`src/pkg/buck_cfg_pkg.sv`:
```
// constants, register map and field layout of the two-channel buck configuration slice
// assumes a 32-bit APB slave in front; the registers hold 8 bits in the low byte lane
// Overview of operation
// - current limit code bits 5:3 decode 1.5-3.0 A
// - limit change applies while channel stays running
// - ramp code bits 2:0, codes 2-7 valid
// - control bit 3 forces fixed switching mode
// - control bit 2 connects discharge when off
// - control bit 1 gates enable with pin
// - control bit 0 turns channel on or off
// - voltage codes 0x14-0x17 give 10 mV steps
// - voltage codes 0x18-0x9d give 5 mV steps
// - voltage codes 0x9e-0xff give 20 mV steps
package buck_cfg_pkg;
    // bus and storage widths
    localparam int unsigned DATA_W = 32;
    localparam int unsigned ADDR_W = 12;
    localparam int unsigned REG_W = 8;
    localparam int unsigned MA_W = 12;
    localparam int unsigned UV_W = 14;
    localparam int unsigned MV_W = 12;
    localparam int unsigned SYNC_STAGES = 3;
    // register indices; byte address is four times the index
    localparam logic [9:0] IDX_CH0_LIMIT_SLEW = 10'h003;
    localparam logic [9:0] IDX_CH1_CONTROL = 10'h004;
    localparam logic [9:0] IDX_CH1_LIMIT_SLEW = 10'h005;
    localparam logic [9:0] IDX_CH0_VOLTAGE = 10'h006;
    localparam logic [9:0] IDX_CH1_VOLTAGE = 10'h007;
    // field positions
    localparam int unsigned LIMIT_LSB = 3;
    localparam int unsigned RAMP_LSB = 0;
    localparam int unsigned FORCE_BIT = 3;
    localparam int unsigned DISCH_BIT = 2;
    localparam int unsigned PIN_GATE_BIT = 1;
    localparam int unsigned TURN_ON_BIT = 0;
    // reset values
    localparam logic [7:0] RST_LIMIT_SLEW = 8'h00;
    localparam logic [7:0] RST_CONTROL = 8'h04;
    localparam logic [7:0] RST_VOLTAGE = 8'h14;
    // current limit: 1500 mA plus 500 mA per code up to code 3
    localparam logic [11:0] LIMIT_BASE_MA = 12'h5dc;
    localparam logic [11:0] LIMIT_STEP_MA = 12'h1f4;
    localparam logic [2:0] LIMIT_MAX_CODE = 3'h3;
    // ramp rates in uV/us for codes 2..7
    localparam logic [13:0] RAMP_C2_UV = 14'h2710;
    localparam logic [13:0] RAMP_C3_UV = 14'h1d4c;
    localparam logic [13:0] RAMP_C4_UV = 14'h0ed8;
    localparam logic [13:0] RAMP_C5_UV = 14'h076c;
    localparam logic [13:0] RAMP_C6_UV = 14'h03ac;
    localparam logic [13:0] RAMP_C7_UV = 14'h01d6;
    // voltage segments: first code, base mV, step mV
    localparam logic [7:0] V_LO_FIRST = 8'h14;
    localparam logic [7:0] V_MID_FIRST = 8'h18;
    localparam logic [7:0] V_HI_FIRST = 8'h9e;
    localparam logic [11:0] V_LO_BASE_MV = 12'h2bc;
    localparam logic [11:0] V_MID_BASE_MV = 12'h2df;
    localparam logic [11:0] V_HI_BASE_MV = 12'h58c;
    localparam logic [11:0] V_LO_STEP_MV = 12'h00a;
    localparam logic [11:0] V_MID_STEP_MV = 12'h005;
    localparam logic [11:0] V_HI_STEP_MV = 12'h014;
endpackage

```
`src/pkg/chan_decode_if.sv`:
```
// bundle between the register file and one channel's field decoder
// assumes both ends share the core clock
`timescale 1ns/1ps
interface chan_decode_if;
    import buck_cfg_pkg::*;
    logic [2:0] limit_code; // raw current limit field
    logic [2:0] ramp_code; // raw ramp field
    logic [7:0] voltage_code; // raw voltage code
    logic [MA_W-1:0] current_limit_ma; // decoded limit
    logic limit_valid; // limit code is a defined one
    logic [UV_W-1:0] ramp_uv_per_us; // decoded ramp rate
    logic ramp_valid; // ramp code is a defined one
    logic [MV_W-1:0] voltage_mv; // decoded target voltage
    logic voltage_valid; // voltage code is a defined one
    modport regs (output limit_code, ramp_code, voltage_code,
        input current_limit_ma, limit_valid, ramp_uv_per_us, ramp_valid,
        voltage_mv, voltage_valid);
    modport decoder (input limit_code, ramp_code, voltage_code,
        output current_limit_ma, limit_valid, ramp_uv_per_us, ramp_valid,
        voltage_mv, voltage_valid);
endinterface // chan_decode_if

```
`src/rtl/buck_chan_decode.sv`:
```
// field decoder for one buck channel, outputs registered one cycle after the codes
// assumes codes come from registers on the same clock
`timescale 1ns/1ps
module buck_chan_decode
    import buck_cfg_pkg::*;
(
    input wire logic clk,
    input wire logic rst_n,
    chan_decode_if.decoder dec
);
    logic [MA_W-1:0] next_ma; // combinational limit
    logic [UV_W-1:0] next_uv; // combinational ramp
    logic [MV_W-1:0] next_mv; // combinational voltage
    logic next_lv, next_rv, next_vv; // validity flags

    // decode all three fields; codes are live, so a change applies without any
    // enable handshake and a running channel simply sees the new value
    always_comb begin
        next_lv = (dec.limit_code <= LIMIT_MAX_CODE);
        next_ma = next_lv ? MA_W'(LIMIT_BASE_MA + MA_W'(LIMIT_STEP_MA * MA_W'(dec.limit_code)))
                          : '0;
        next_rv = 1'b1;
        case (dec.ramp_code)
            3'h2: next_uv = RAMP_C2_UV;
            3'h3: next_uv = RAMP_C3_UV;
            3'h4: next_uv = RAMP_C4_UV;
            3'h5: next_uv = RAMP_C5_UV;
            3'h6: next_uv = RAMP_C6_UV;
            3'h7: next_uv = RAMP_C7_UV;
            default: begin
                next_uv = '0; // reserved codes give no ramp
                next_rv = 1'b0;
            end
        endcase
        next_vv = 1'b1;
        if (dec.voltage_code >= V_HI_FIRST) begin
            next_mv = MV_W'(V_HI_BASE_MV
                + MV_W'(V_HI_STEP_MV * MV_W'(dec.voltage_code - V_HI_FIRST)));
        end else if (dec.voltage_code >= V_MID_FIRST) begin
            next_mv = MV_W'(V_MID_BASE_MV
                + MV_W'(V_MID_STEP_MV * MV_W'(dec.voltage_code - V_MID_FIRST)));
        end else if (dec.voltage_code >= V_LO_FIRST) begin
            next_mv = MV_W'(V_LO_BASE_MV
                + MV_W'(V_LO_STEP_MV * MV_W'(dec.voltage_code - V_LO_FIRST)));
        end else begin
            next_mv = '0; // reserved low codes: no defined output
            next_vv = 1'b0;
        end
    end

    // output flops
    always_ff @(posedge clk or negedge rst_n) begin
        if (!rst_n) begin
            dec.current_limit_ma <= '0;
            dec.limit_valid <= 1'b0;
            dec.ramp_uv_per_us <= '0;
            dec.ramp_valid <= 1'b0;
            dec.voltage_mv <= '0;
            dec.voltage_valid <= 1'b0;
        end else begin
            dec.current_limit_ma <= next_ma;
            dec.limit_valid <= next_lv;
            dec.ramp_uv_per_us <= next_uv;
            dec.ramp_valid <= next_rv;
            dec.voltage_mv <= next_mv;
            dec.voltage_valid <= next_vv;
        end
    end
endmodule // buck_chan_decode

```
`src/rtl/buck_regulator_config_regs.sv`:
```
// register bank for the two buck channels behind an APB slave, plus the
// second channel's enable, mode and discharge control
// assumes an APB master on CORE_CLK (40 MHz) and an asynchronous EN_PIN
//
// Our own choice: the APB interface to the registers.
`timescale 1ns/1ps
module buck_regulator_config_regs
    import buck_cfg_pkg::*;
(
    input wire logic CORE_CLK,
    input wire logic RESETN,
    input wire logic PSEL,
    input wire logic PENABLE,
    input wire logic PWRITE,
    input wire logic [ADDR_W-1:0] PADDR,
    input wire logic [DATA_W-1:0] PWDATA,
    input wire logic [3:0] PSTRB,
    output logic [DATA_W-1:0] PRDATA,
    output logic PREADY,
    output logic PSLVERR,
    input wire logic EN_PIN,
    output logic [MA_W-1:0] CH0_CURRENT_LIMIT_MA,
    output logic CH0_LIMIT_VALID,
    output logic [UV_W-1:0] CH0_RAMP_UV_PER_US,
    output logic CH0_RAMP_VALID,
    output logic [MV_W-1:0] CH0_VOLTAGE_MV,
    output logic CH0_VOLTAGE_VALID,
    output logic [MA_W-1:0] CH1_CURRENT_LIMIT_MA,
    output logic CH1_LIMIT_VALID,
    output logic [UV_W-1:0] CH1_RAMP_UV_PER_US,
    output logic CH1_RAMP_VALID,
    output logic [MV_W-1:0] CH1_VOLTAGE_MV,
    output logic CH1_VOLTAGE_VALID,
    output logic CH1_FORCE_FIXED_SWITCHING,
    output logic CH1_PULSE_FREQUENCY_OPERATION,
    output logic CH1_DISCHARGE_CONNECT,
    output logic CH1_RUN
);
    // reset synchroniser
    logic rst_meta; // first stage, read only by rst_n
    logic rst_n; // released copy used everywhere

    // pin synchroniser
    logic en_meta; // first stage, read only by en_s2
    logic en_s2; // second stage
    logic en_s3; // third stage
    logic en_level; // filtered pin level

    // storage; all eight bits kept so reserved bits read back as written
    logic [7:0] ch0_limit_slew; // channel 0 limit and ramp
    logic [7:0] ch1_control; // channel 1 control byte
    logic [7:0] ch1_limit_slew; // channel 1 limit and ramp
    logic [7:0] ch0_voltage_code; // channel 0 voltage code
    logic [7:0] ch1_voltage_code; // channel 1 voltage code

    // bus decode
    logic setup_phase; // first cycle of a transfer
    logic access_phase; // completing cycle
    logic addr_hit; // address names a register
    logic [7:0] read_mux; // byte selected by address
    logic wr_byte; // write that lands this cycle

    // channel 1 control fields
    logic ch1_force_fixed_switching;
    logic ch1_discharge_on_off;
    logic ch1_pin_gated_enable;
    logic ch1_turn_on;
    logic next_run; // channel 1 run request

    chan_decode_if dec0 ();
    chan_decode_if dec1 ();

    // release reset through two flops; assertion is immediate
    always_ff @(posedge CORE_CLK or negedge RESETN) begin
        if (!RESETN) begin
            rst_meta <= 1'b0;
            rst_n <= 1'b0;
        end else begin
            rst_meta <= 1'b1;
            rst_n <= rst_meta;
        end
    end

    // three-flop pin sampling; a change only counts when stages two and three agree
    always_ff @(posedge CORE_CLK or negedge rst_n) begin
        if (!rst_n) begin
            en_meta <= 1'b0;
            en_s2 <= 1'b0;
            en_s3 <= 1'b0;
            en_level <= 1'b0;
        end else begin
            en_meta <= EN_PIN;
            en_s2 <= en_meta;
            en_s3 <= en_s2;
            if (en_s2 == en_s3) begin
                en_level <= en_s3; // stable for two samples
            end
        end
    end

    // apb phase and address decode; unaligned or upper addresses miss
    assign setup_phase = PSEL && !PENABLE;
    assign access_phase = PSEL && PENABLE;
    always_comb begin
        addr_hit = (PADDR[1:0] == 2'h0);
        case (PADDR[ADDR_W-1:2])
            IDX_CH0_LIMIT_SLEW: read_mux = ch0_limit_slew;
            IDX_CH1_CONTROL: read_mux = ch1_control;
            IDX_CH1_LIMIT_SLEW: read_mux = ch1_limit_slew;
            IDX_CH0_VOLTAGE: read_mux = ch0_voltage_code;
            IDX_CH1_VOLTAGE: read_mux = ch1_voltage_code;
            default: begin
                read_mux = 8'h00; // unmapped reads return zero
                addr_hit = 1'b0;
            end
        endcase
    end

    // zero wait state: the read byte is captured in setup, so access always completes
    assign PREADY = 1'b1;
    assign PSLVERR = access_phase && !addr_hit;
    // only lane 0 carries data; a write without strobe 0 changes nothing
    assign wr_byte = access_phase && PWRITE && addr_hit && PSTRB[0];

    // read data flop, loaded in the setup cycle and held through the access
    always_ff @(posedge CORE_CLK or negedge rst_n) begin
        if (!rst_n) begin
            PRDATA <= '0;
        end else if (setup_phase && !PWRITE) begin
            PRDATA <= {24'h000000, read_mux};
        end
    end

    // channel 0 limit and ramp; may change at any moment
    always_ff @(posedge CORE_CLK or negedge rst_n) begin
        if (!rst_n) begin
            ch0_limit_slew <= RST_LIMIT_SLEW;
        end else if (wr_byte && PADDR[ADDR_W-1:2] == IDX_CH0_LIMIT_SLEW) begin
            ch0_limit_slew <= PWDATA[7:0];
        end
    end

    // channel 1 control byte; discharge bit comes out of reset set
    always_ff @(posedge CORE_CLK or negedge rst_n) begin
        if (!rst_n) begin
            ch1_control <= RST_CONTROL;
        end else if (wr_byte && PADDR[ADDR_W-1:2] == IDX_CH1_CONTROL) begin
            ch1_control <= PWDATA[7:0];
        end
    end

    // channel 1 limit and ramp
    always_ff @(posedge CORE_CLK or negedge rst_n) begin
        if (!rst_n) begin
            ch1_limit_slew <= RST_LIMIT_SLEW;
        end else if (wr_byte && PADDR[ADDR_W-1:2] == IDX_CH1_LIMIT_SLEW) begin
            ch1_limit_slew <= PWDATA[7:0];
        end
    end

    // voltage codes; reserved low codes are stored too, the decoder flags them
    always_ff @(posedge CORE_CLK or negedge rst_n) begin
        if (!rst_n) begin
            ch0_voltage_code <= RST_VOLTAGE;
            ch1_voltage_code <= RST_VOLTAGE;
        end else if (wr_byte) begin
            if (PADDR[ADDR_W-1:2] == IDX_CH0_VOLTAGE) begin
                ch0_voltage_code <= PWDATA[7:0];
            end
            if (PADDR[ADDR_W-1:2] == IDX_CH1_VOLTAGE) begin
                ch1_voltage_code <= PWDATA[7:0];
            end
        end
    end

    // field split of the control byte
    assign ch1_force_fixed_switching = ch1_control[FORCE_BIT];
    assign ch1_discharge_on_off = ch1_control[DISCH_BIT];
    assign ch1_pin_gated_enable = ch1_control[PIN_GATE_BIT];
    assign ch1_turn_on = ch1_control[TURN_ON_BIT];

    // mode outputs come straight from the register bit
    assign CH1_FORCE_FIXED_SWITCHING = ch1_force_fixed_switching;
    assign CH1_PULSE_FREQUENCY_OPERATION = !ch1_force_fixed_switching;

    // enable source: bit alone, or bit together with the pin
    assign next_run = ch1_turn_on && (!ch1_pin_gated_enable || en_level);

    // run and discharge flops; discharge only while the channel is off, so the
    // resistor never fights a running output
    always_ff @(posedge CORE_CLK or negedge rst_n) begin
        if (!rst_n) begin
            CH1_RUN <= 1'b0;
            CH1_DISCHARGE_CONNECT <= 1'b0;
        end else begin
            CH1_RUN <= next_run;
            CH1_DISCHARGE_CONNECT <= ch1_discharge_on_off && !next_run;
        end
    end

    // feed codes to the two decoders
    assign dec0.limit_code = ch0_limit_slew[LIMIT_LSB +: 3];
    assign dec0.ramp_code = ch0_limit_slew[RAMP_LSB +: 3];
    assign dec0.voltage_code = ch0_voltage_code;
    assign dec1.limit_code = ch1_limit_slew[LIMIT_LSB +: 3];
    assign dec1.ramp_code = ch1_limit_slew[RAMP_LSB +: 3];
    assign dec1.voltage_code = ch1_voltage_code;

    buck_chan_decode u_dec0 (
        .clk(CORE_CLK),
        .rst_n(rst_n),
        .dec(dec0)
    );

    buck_chan_decode u_dec1 (
        .clk(CORE_CLK),
        .rst_n(rst_n),
        .dec(dec1)
    );

    // decoded values to the regulator control logic
    assign CH0_CURRENT_LIMIT_MA = dec0.current_limit_ma;
    assign CH0_LIMIT_VALID = dec0.limit_valid;
    assign CH0_RAMP_UV_PER_US = dec0.ramp_uv_per_us;
    assign CH0_RAMP_VALID = dec0.ramp_valid;
    assign CH0_VOLTAGE_MV = dec0.voltage_mv;
    assign CH0_VOLTAGE_VALID = dec0.voltage_valid;
    assign CH1_CURRENT_LIMIT_MA = dec1.current_limit_ma;
    assign CH1_LIMIT_VALID = dec1.limit_valid;
    assign CH1_RAMP_UV_PER_US = dec1.ramp_uv_per_us;
    assign CH1_RAMP_VALID = dec1.ramp_valid;
    assign CH1_VOLTAGE_MV = dec1.voltage_mv;
    assign CH1_VOLTAGE_VALID = dec1.voltage_valid;
endmodule // buck_regulator_config_regs

```
`config.mk`:
```
export PLATFORM = sky130hd
export DESIGN_NAME = buck_regulator_config_regs
export DESIGN_NICKNAME = d
export VERILOG_FILES = /design/src/pkg/buck_cfg_pkg.sv /design/src/pkg/chan_decode_if.sv /design/src/rtl/buck_chan_decode.sv /design/src/rtl/buck_regulator_config_regs.sv
export SDC_FILE = /design/constraint.sdc
export NUM_CORES = 1
export LEC_CHECK = 0
export ABC_AREA = 1
export BUFFER_PORTS_ARGS = -buffer_cell sky130_fd_sc_hd__buf_2
export CORE_AREA = 2 2 159 161
export CTS_CLUSTER_DIAMETER = 50
export DETAILED_ROUTE_END_ITERATION = 10
export DIE_AREA = 0 0 161 163
export PLACE_DENSITY = 0.61
export SLEW_MARGIN = 0
export SYNTH_ARGS = -nofsm -noshare
export SYNTH_HDL_FRONTEND = slang
export SYNTH_SLANG_ARGS = --single-unit
```
`constraint.sdc`:
```
create_clock -name CORE_CLK -period 5.5 [get_ports CORE_CLK]
set_clock_uncertainty 0.05 [all_clocks]
set_input_delay 0.55 -clock CORE_CLK [delete_from_list [all_inputs] [get_ports CORE_CLK]]
set_output_delay 0.55 -clock CORE_CLK [all_outputs]
set_load 0.01 [all_outputs]
```
======== Word level (Yosys, flattened, before mapping) ========
Cells that the tools add are included.
W data, S select, Z words.
word-level totals
  input port bits ......................... 54
  word-level logic and storage cells ...... 119
  flip-flop bits (word level) ............. 138
  output and inout port bits .............. 120
cells by class
  $lt $le $gt $ge ......................... 8
  multiply operators ...................... 8
  reductions and logical operators ........ 25
  add/subtract/negate cells ............... 14
  mux-type cells .......................... 20
  equality and inequality tests ........... 18
operators with widths
  cell                      count
  $pmux W14 S6              2
  $mux W12                  8
  $add A10 B12 Y12 const A  4
  $add A11 B12 Y12 const A  4
  $eq A10 B3 Y1 const B     4
  $pmux W8 S5               1
  $sub A8 B5 Y9 const B     4
  $ge A8 B5 Y1 const B      4
  $eq A3 B3 Y1 const B      8
  $mul A3 B12 Y10 const A   2
  $mul A3 B12 Y11 const A   2
  $mul A3 B12 Y12 const A   2
  $mul A7 B3 Y10 const A    2
  $sub A8 B8 Y9 const B     2
  $ge A8 B8 Y1 const B      2
  $eq A3 B2 Y1 const B      4
  $logic_and A1 B1 Y1       12
  $reduce_or A6 Y1          2
  $eq A10 B2 Y1 const B     1
  $mux W1                   9
  $le A3 B2 Y1 const B      2
  $logic_not A1 Y1          6
  $reduce_or A5 Y1          1
  $reduce_and A2 Y1         2
  3 further kinds           3

======== Logic depth before layout (Yosys ltp) ========
  word-level depth ........................ 6
  depth in mapped cells ................... 22
  mapped depth without buffers ............ 22

======== Hierarchy ========
From an unflattened synthesis, not the netlist that was laid out.
unflattened totals
  cells, all modules ...................... 1,489
  area, all modules ....................... 11,240.8 µm²
modules (own cells, without submodules)
  module                      seq. area each (µm²)  area an instance (µm²)  instances  cells each
  buck_chan_decode at u_dec1  950.9                 4,125.2                 1          570
  buck_chan_decode at u_dec0  950.9                 4,078.9                 1          560
  buck_regulator_config_regs  1,407.6               3,036.7                 1          359

======== Worst setup path before layout ========
Ideal clock, no wire load.
  kind .................................... reg-to-reg
  from .................................... register ch0_voltage_code[3]
  to ...................................... register u_dec0.dec.voltage_mv[10] (netlist bit)
  path buffers ............................ 0
  data required time ...................... 5,333 ps
  data arrival time ....................... 2,933 ps
  clock period less this slack ............ 3,100 ps
  library setup time ...................... 117 ps
  cell stages (with the launch flop) ...... 17
  slack ................................... 2,400 ps
  cell sequence ........................... dfrtp_1 ha_1 nor2_2 clkinv_1 nand2_1 inv_1 fa_1 ha_1 inv_1 nor3_1 o21ai_0 nand3_1 nand2_1 nand3_1 o21ai_1 nand2_1 nand2_1
on the way
  longest elaborated chain between the ends .. 6
  elaborated cells between the ends (all ways) .. 15
  classes of those cells .................. add/sub (6); mul (3); order compare (3); mux (3)
ends and longest elaborated chain
  what                          line                               source
  start, declared               buck_regulator_config_regs.sv:53   logic [7:0] ch0_voltage_code;
  start signal, assigned        buck_regulator_config_regs.sv:168  ch0_voltage_code <= PWDATA[7:0];
  $sub A8 B5 Y9                 buck_chan_decode.sv:44             + MV_W'(V_LO_STEP_MV * MV_W'(dec.voltage_code - V_LO_FIRST)));
  $mul A3 B12 Y11               buck_chan_decode.sv:44
  $add A10 B12 Y12              buck_chan_decode.sv:44
  $mux W12                      buck_chan_decode.sv:42             end else if (dec.voltage_code >= V_LO_FIRST) begin
  $mux W12                      buck_chan_decode.sv:39             end else if (dec.voltage_code >= V_MID_FIRST) begin
  $mux W12 (*)                  buck_chan_decode.sv:36             if (dec.voltage_code >= V_HI_FIRST) begin
  named net u_dec0.next_mv[10]  buck_chan_decode.sv:13             logic [MV_W-1:0] next_mv;
  end signal, assigned          buck_chan_decode.sv:65             dec.voltage_mv <= next_mv;
  end, declared                 chan_decode_if.sv:20               voltage_mv, voltage_valid);
The timed path passes the listed nets; every way through them passes the cells marked *.
A chain may end at the register's enable or synchronous reset.

======== Worst setup path after layout ========
Same ends and word-level chain as after synthesis.

==> results.json <==
{
  "outcome": "finished clean",
  "hpwl_mm": 19.9,
  "slew_headroom": 0.409,
  "grt_pass1_wl_mm": 42.4,
  "period_share": 0.666,
  "ir_drop_uv": 171,
  "drt-total-wl_mm": 25.3,
  "crit_type": "register to register",
  "grtUsageMet1": 0.265,
  "r2r_setup_slack_ns": 1.84,
  "rr_startpoint": "ch0_voltage_code[3]",
  "crit_path_start_kind": "register",
  "grtUsageMet2": 0.345,
  "synth-async-reset-ratio": 1.00,
  "final_common_cell": "nand2_1",
  "post_cts_resized": 0,
  "clock_path_buffers": 2,
  "mappedNetlistArea_um2": 10900,
  "ys_types": 48,
  "use_met3": 0.0237,
  "clockRootBuffer": "clkbuf_16",
  "synth-main-ff-cell": "dfrtp_1",
  "worst_pin_slew_ns": 0.886,
  "holdWs_ns": 0.178,
  "clkSlewWorstSetupHoldPaths_ns": 0.07,
  "start_util": 0.443,
  "p_total_uw": 2180,
  "postCtsSetupRepairBufs": 0,
  "antenna_found_initial": 0,
  "critPathLaunch": "ch0_voltage_code[3]",
  "placed_area_um2": 11700,
  "layout_common_cells": "340 x nand2_1, 208 x inv_1, 136 x ha_1",
  "postSynthRegisterBits": 132,
  "cts_buffers": 17,
  "grt_pass1_vias": 8751,
  "worst-endpoint-required_ns": 5.76,
  "hold_viol_final": 0,
  "n_fill_cell": 2470,
  "tns_ns": 0,
  "fp.dieH_um": 163,
  "portBuffers": 115,
  "route.detailed.drc": 0,
  "layout-drive-gt1-share": 0.150,
  "grt.busiest_layer": "met2",
  "setup_viol": 0,
  "syn_avg_cell_area_um2": 7.80,
  "critPathArrivalTime_ns": 3.92,
  "syn2layout_area_growth_pct": 12.4,
  "power_density_nw_per_um2": 177,
  "fin_area_um2": 12300,
  "drt_iter0_markers": 463,
  "maxSlewViolCount": 0,
  "maxCapViolCount": 0,
  "postSynthCellCount": 1402,
  "grt_max_degree": 72,
  "postRouteAntennaNets": 0,
  "endpoint_kind": "register",
  "synth-seq-area-share": 0.303,
  "hp-start": "EN_PIN",
  "dieArea_um2": 26200,
  "n_antenna_cell": 0,
  "cts_tree": "built",
  "critical_path_peak_fanout": 10,
  "leakagePower_uw": 0.00673,
  "grt_overflow": 0,
  "ys_warn_count": 0,
  "place.gp.congestion": 0.883,
  "coreArea_um2": 24700,
  "wire_per_inst_um": 13.6,
  "rsz0062_at_grt": "no",
  "synth_edf_count": 0,
  "htree_levels": 4,
  "dr_total_vias": 9187,
  "first_pass_iters": 5,
  "track_usage": 0.200,
  "layout.nets": 1733,
  "min_path_type": "input pin to register",
  "clk_latency_ns": 0.42,
  "period_needed_ns": 3.66,
  "clock_sinks": 132,
  "core.rowCount": 58,
  "design.portCount": 174,
  "die_x_um": 161,
  "place_ws_ns": 1.83,
  "fin_ws_ns": 1.84,
  "fmax_mhz": 273,
  "avgViaCountPerCell": 4.93
}
metrics by stage:
step                      utilization  instances
after floorplan                     -       1432
after global placement          0.475       1829
after detailed placement        0.475       1829
after CTS                       0.498       1862
after global routing            0.498       1862
final                           0.498       1862
final timing paths:
path | end | cells past startpoint
setup / recovery | u_dec0.dec.voltage_mv[10] | 16
hold / removal | en_meta | 1
setup reg to reg | u_dec0.dec.voltage_mv[10] | 16
hold reg to reg | rst_n | 0
max in group asynchronous | ch1_limit_slew[3] | 1
min in group asynchronous | u_dec1.dec.voltage_mv[5] | 0
power by group:
part | total (uW) | switching (uW) | internal, uW | leakage, uW
combinational | 84.1 | 58.9 | 25.2 | 0.00475
clock | 1100 | 480 | 615 | 0.000270
sequential | 999 | 15.4 | 983 | 0.00171
total | 2180 | 555 | 1620 | 0.00673
synth_stat cells, types with 2 or more instances:
master | n | area share
nand2_1 | 340 | 0.12
nand4_1 | 21 | 0.012
ha_1 | 136 | 0.16
inv_1 | 208 | 0.071
nor2_2 | 6 | 0.0034
xor2_1 | 24 | 0.019
nor4_1 | 2 | 0.0011
dfstp_2 | 5 | 0.012
o21bai_1 | 3 | 0.0021
clkinv_1 | 2 | 0.00069
nor4_4 | 2 | 0.0039
buf_6 | 5 | 0.0051
nor2_1 | 73 | 0.025
a22oi_1 | 5 | 0.0034
dfrtp_1 | 127 | 0.29
a31oi_1 | 20 | 0.011
nand3b_1 | 7 | 0.0048
o211ai_1 | 4 | 0.0027
or2_0 | 2 | 0.0011
inv_2 | 8 | 0.0027
o21ai_0 | 45 | 0.021
xnor2_1 | 12 | 0.0096
o31ai_1 | 2 | 0.0014
nor2_4 | 3 | 0.0031
clkbuf_1 | 9 | 0.0031
buf_4 | 31 | 0.021
or2_2 | 15 | 0.0086
o22a_1 | 3 | 0.0024
o21ai_2 | 27 | 0.022
nand3_1 | 101 | 0.046
o21ai_1 | 17 | 0.0078
nor3_1 | 14 | 0.0064
a21oi_1 | 70 | 0.032
nand2_2 | 4 | 0.0023
nand4_4 | 5 | 0.0097
buf_2 | 7 | 0.0032
conb_1 | 2 | 0.00069
fa_1 | 24 | 0.044
o221ai_1 | 2 | 0.0016
registers in the layout (all words and copies together), names as in the netlist, 8 cells and up:
signal	count
u_dec0.dec.ramp_uv_per_us	13
u_dec1.dec.ramp_uv_per_us	13
u_dec0.dec.voltage_mv	12
u_dec1.dec.voltage_mv	12
u_dec0.dec.current_limit_ma	10
u_dec1.dec.current_limit_ma	10
PRDATA	8
ch0_limit_slew	8
ch0_voltage_code	8
ch1_control	8
ch1_limit_slew	8
ch1_voltage_code	8
cell type report:
cell class / instances / area (um2) / share of cell area
Timing Repair Buffer: 120 / 616 / 0.0501
Clock inverter: 13 / 113 / 0.00916
Clock buffer: 19 / 453 / 0.0369
Tap cell: 330 / 413 / 0.0336
Inverter: 218 / 818 / 0.0666
Sequential cell: 132 / 3310 / 0.270
Multi-Input combinational cell: 1030 / 6560 / 0.534
per-layer routing:
metal,share of wire,vias to the layer above
met3,0.031,28
met5,0,-
met2,0.49,163
met4,0.016,0
li1,-,4728
met1,0.47,4268
worst max-delay path, stage by stage (launching register included):
cell	delay [ns]
dfrtp_1	0.49
ha_1	0.33
nor2_2	0.28
clkinv_1	0.32
nand2_1	0.25
inv_1	0.08
fa_1	0.48
ha_1	0.37
inv_1	0.08
nor3_1	0.23
o21ai_0	0.16
nand3_1	0.11
nand2_1	0.05
nand3_1	0.09
o21ai_1	0.08
nand2_1	0.06
nand2_1	0.05
logic make-up after synthesis:
kind of cell,after synthesis,synth area share
XOR/XNOR,36,0.0288
buffers and inverters,270,0.108
AO/OA/AOI/OAI,202,0.110
AND/OR/NAND/NOR,599,0.250
adder cells (fa/ha/maj),161,0.200
flip-flops,132,0.303
other,2,0.000687
timing repair:
action | 4_1_cts | 5_1_grt
endpoints found under the setup margin | 0 | 0
hold buffers | 1 | 0
endpoints found under the hold margin | 2 | 0
No activity file was read; power rests on OpenSTA's default activity.
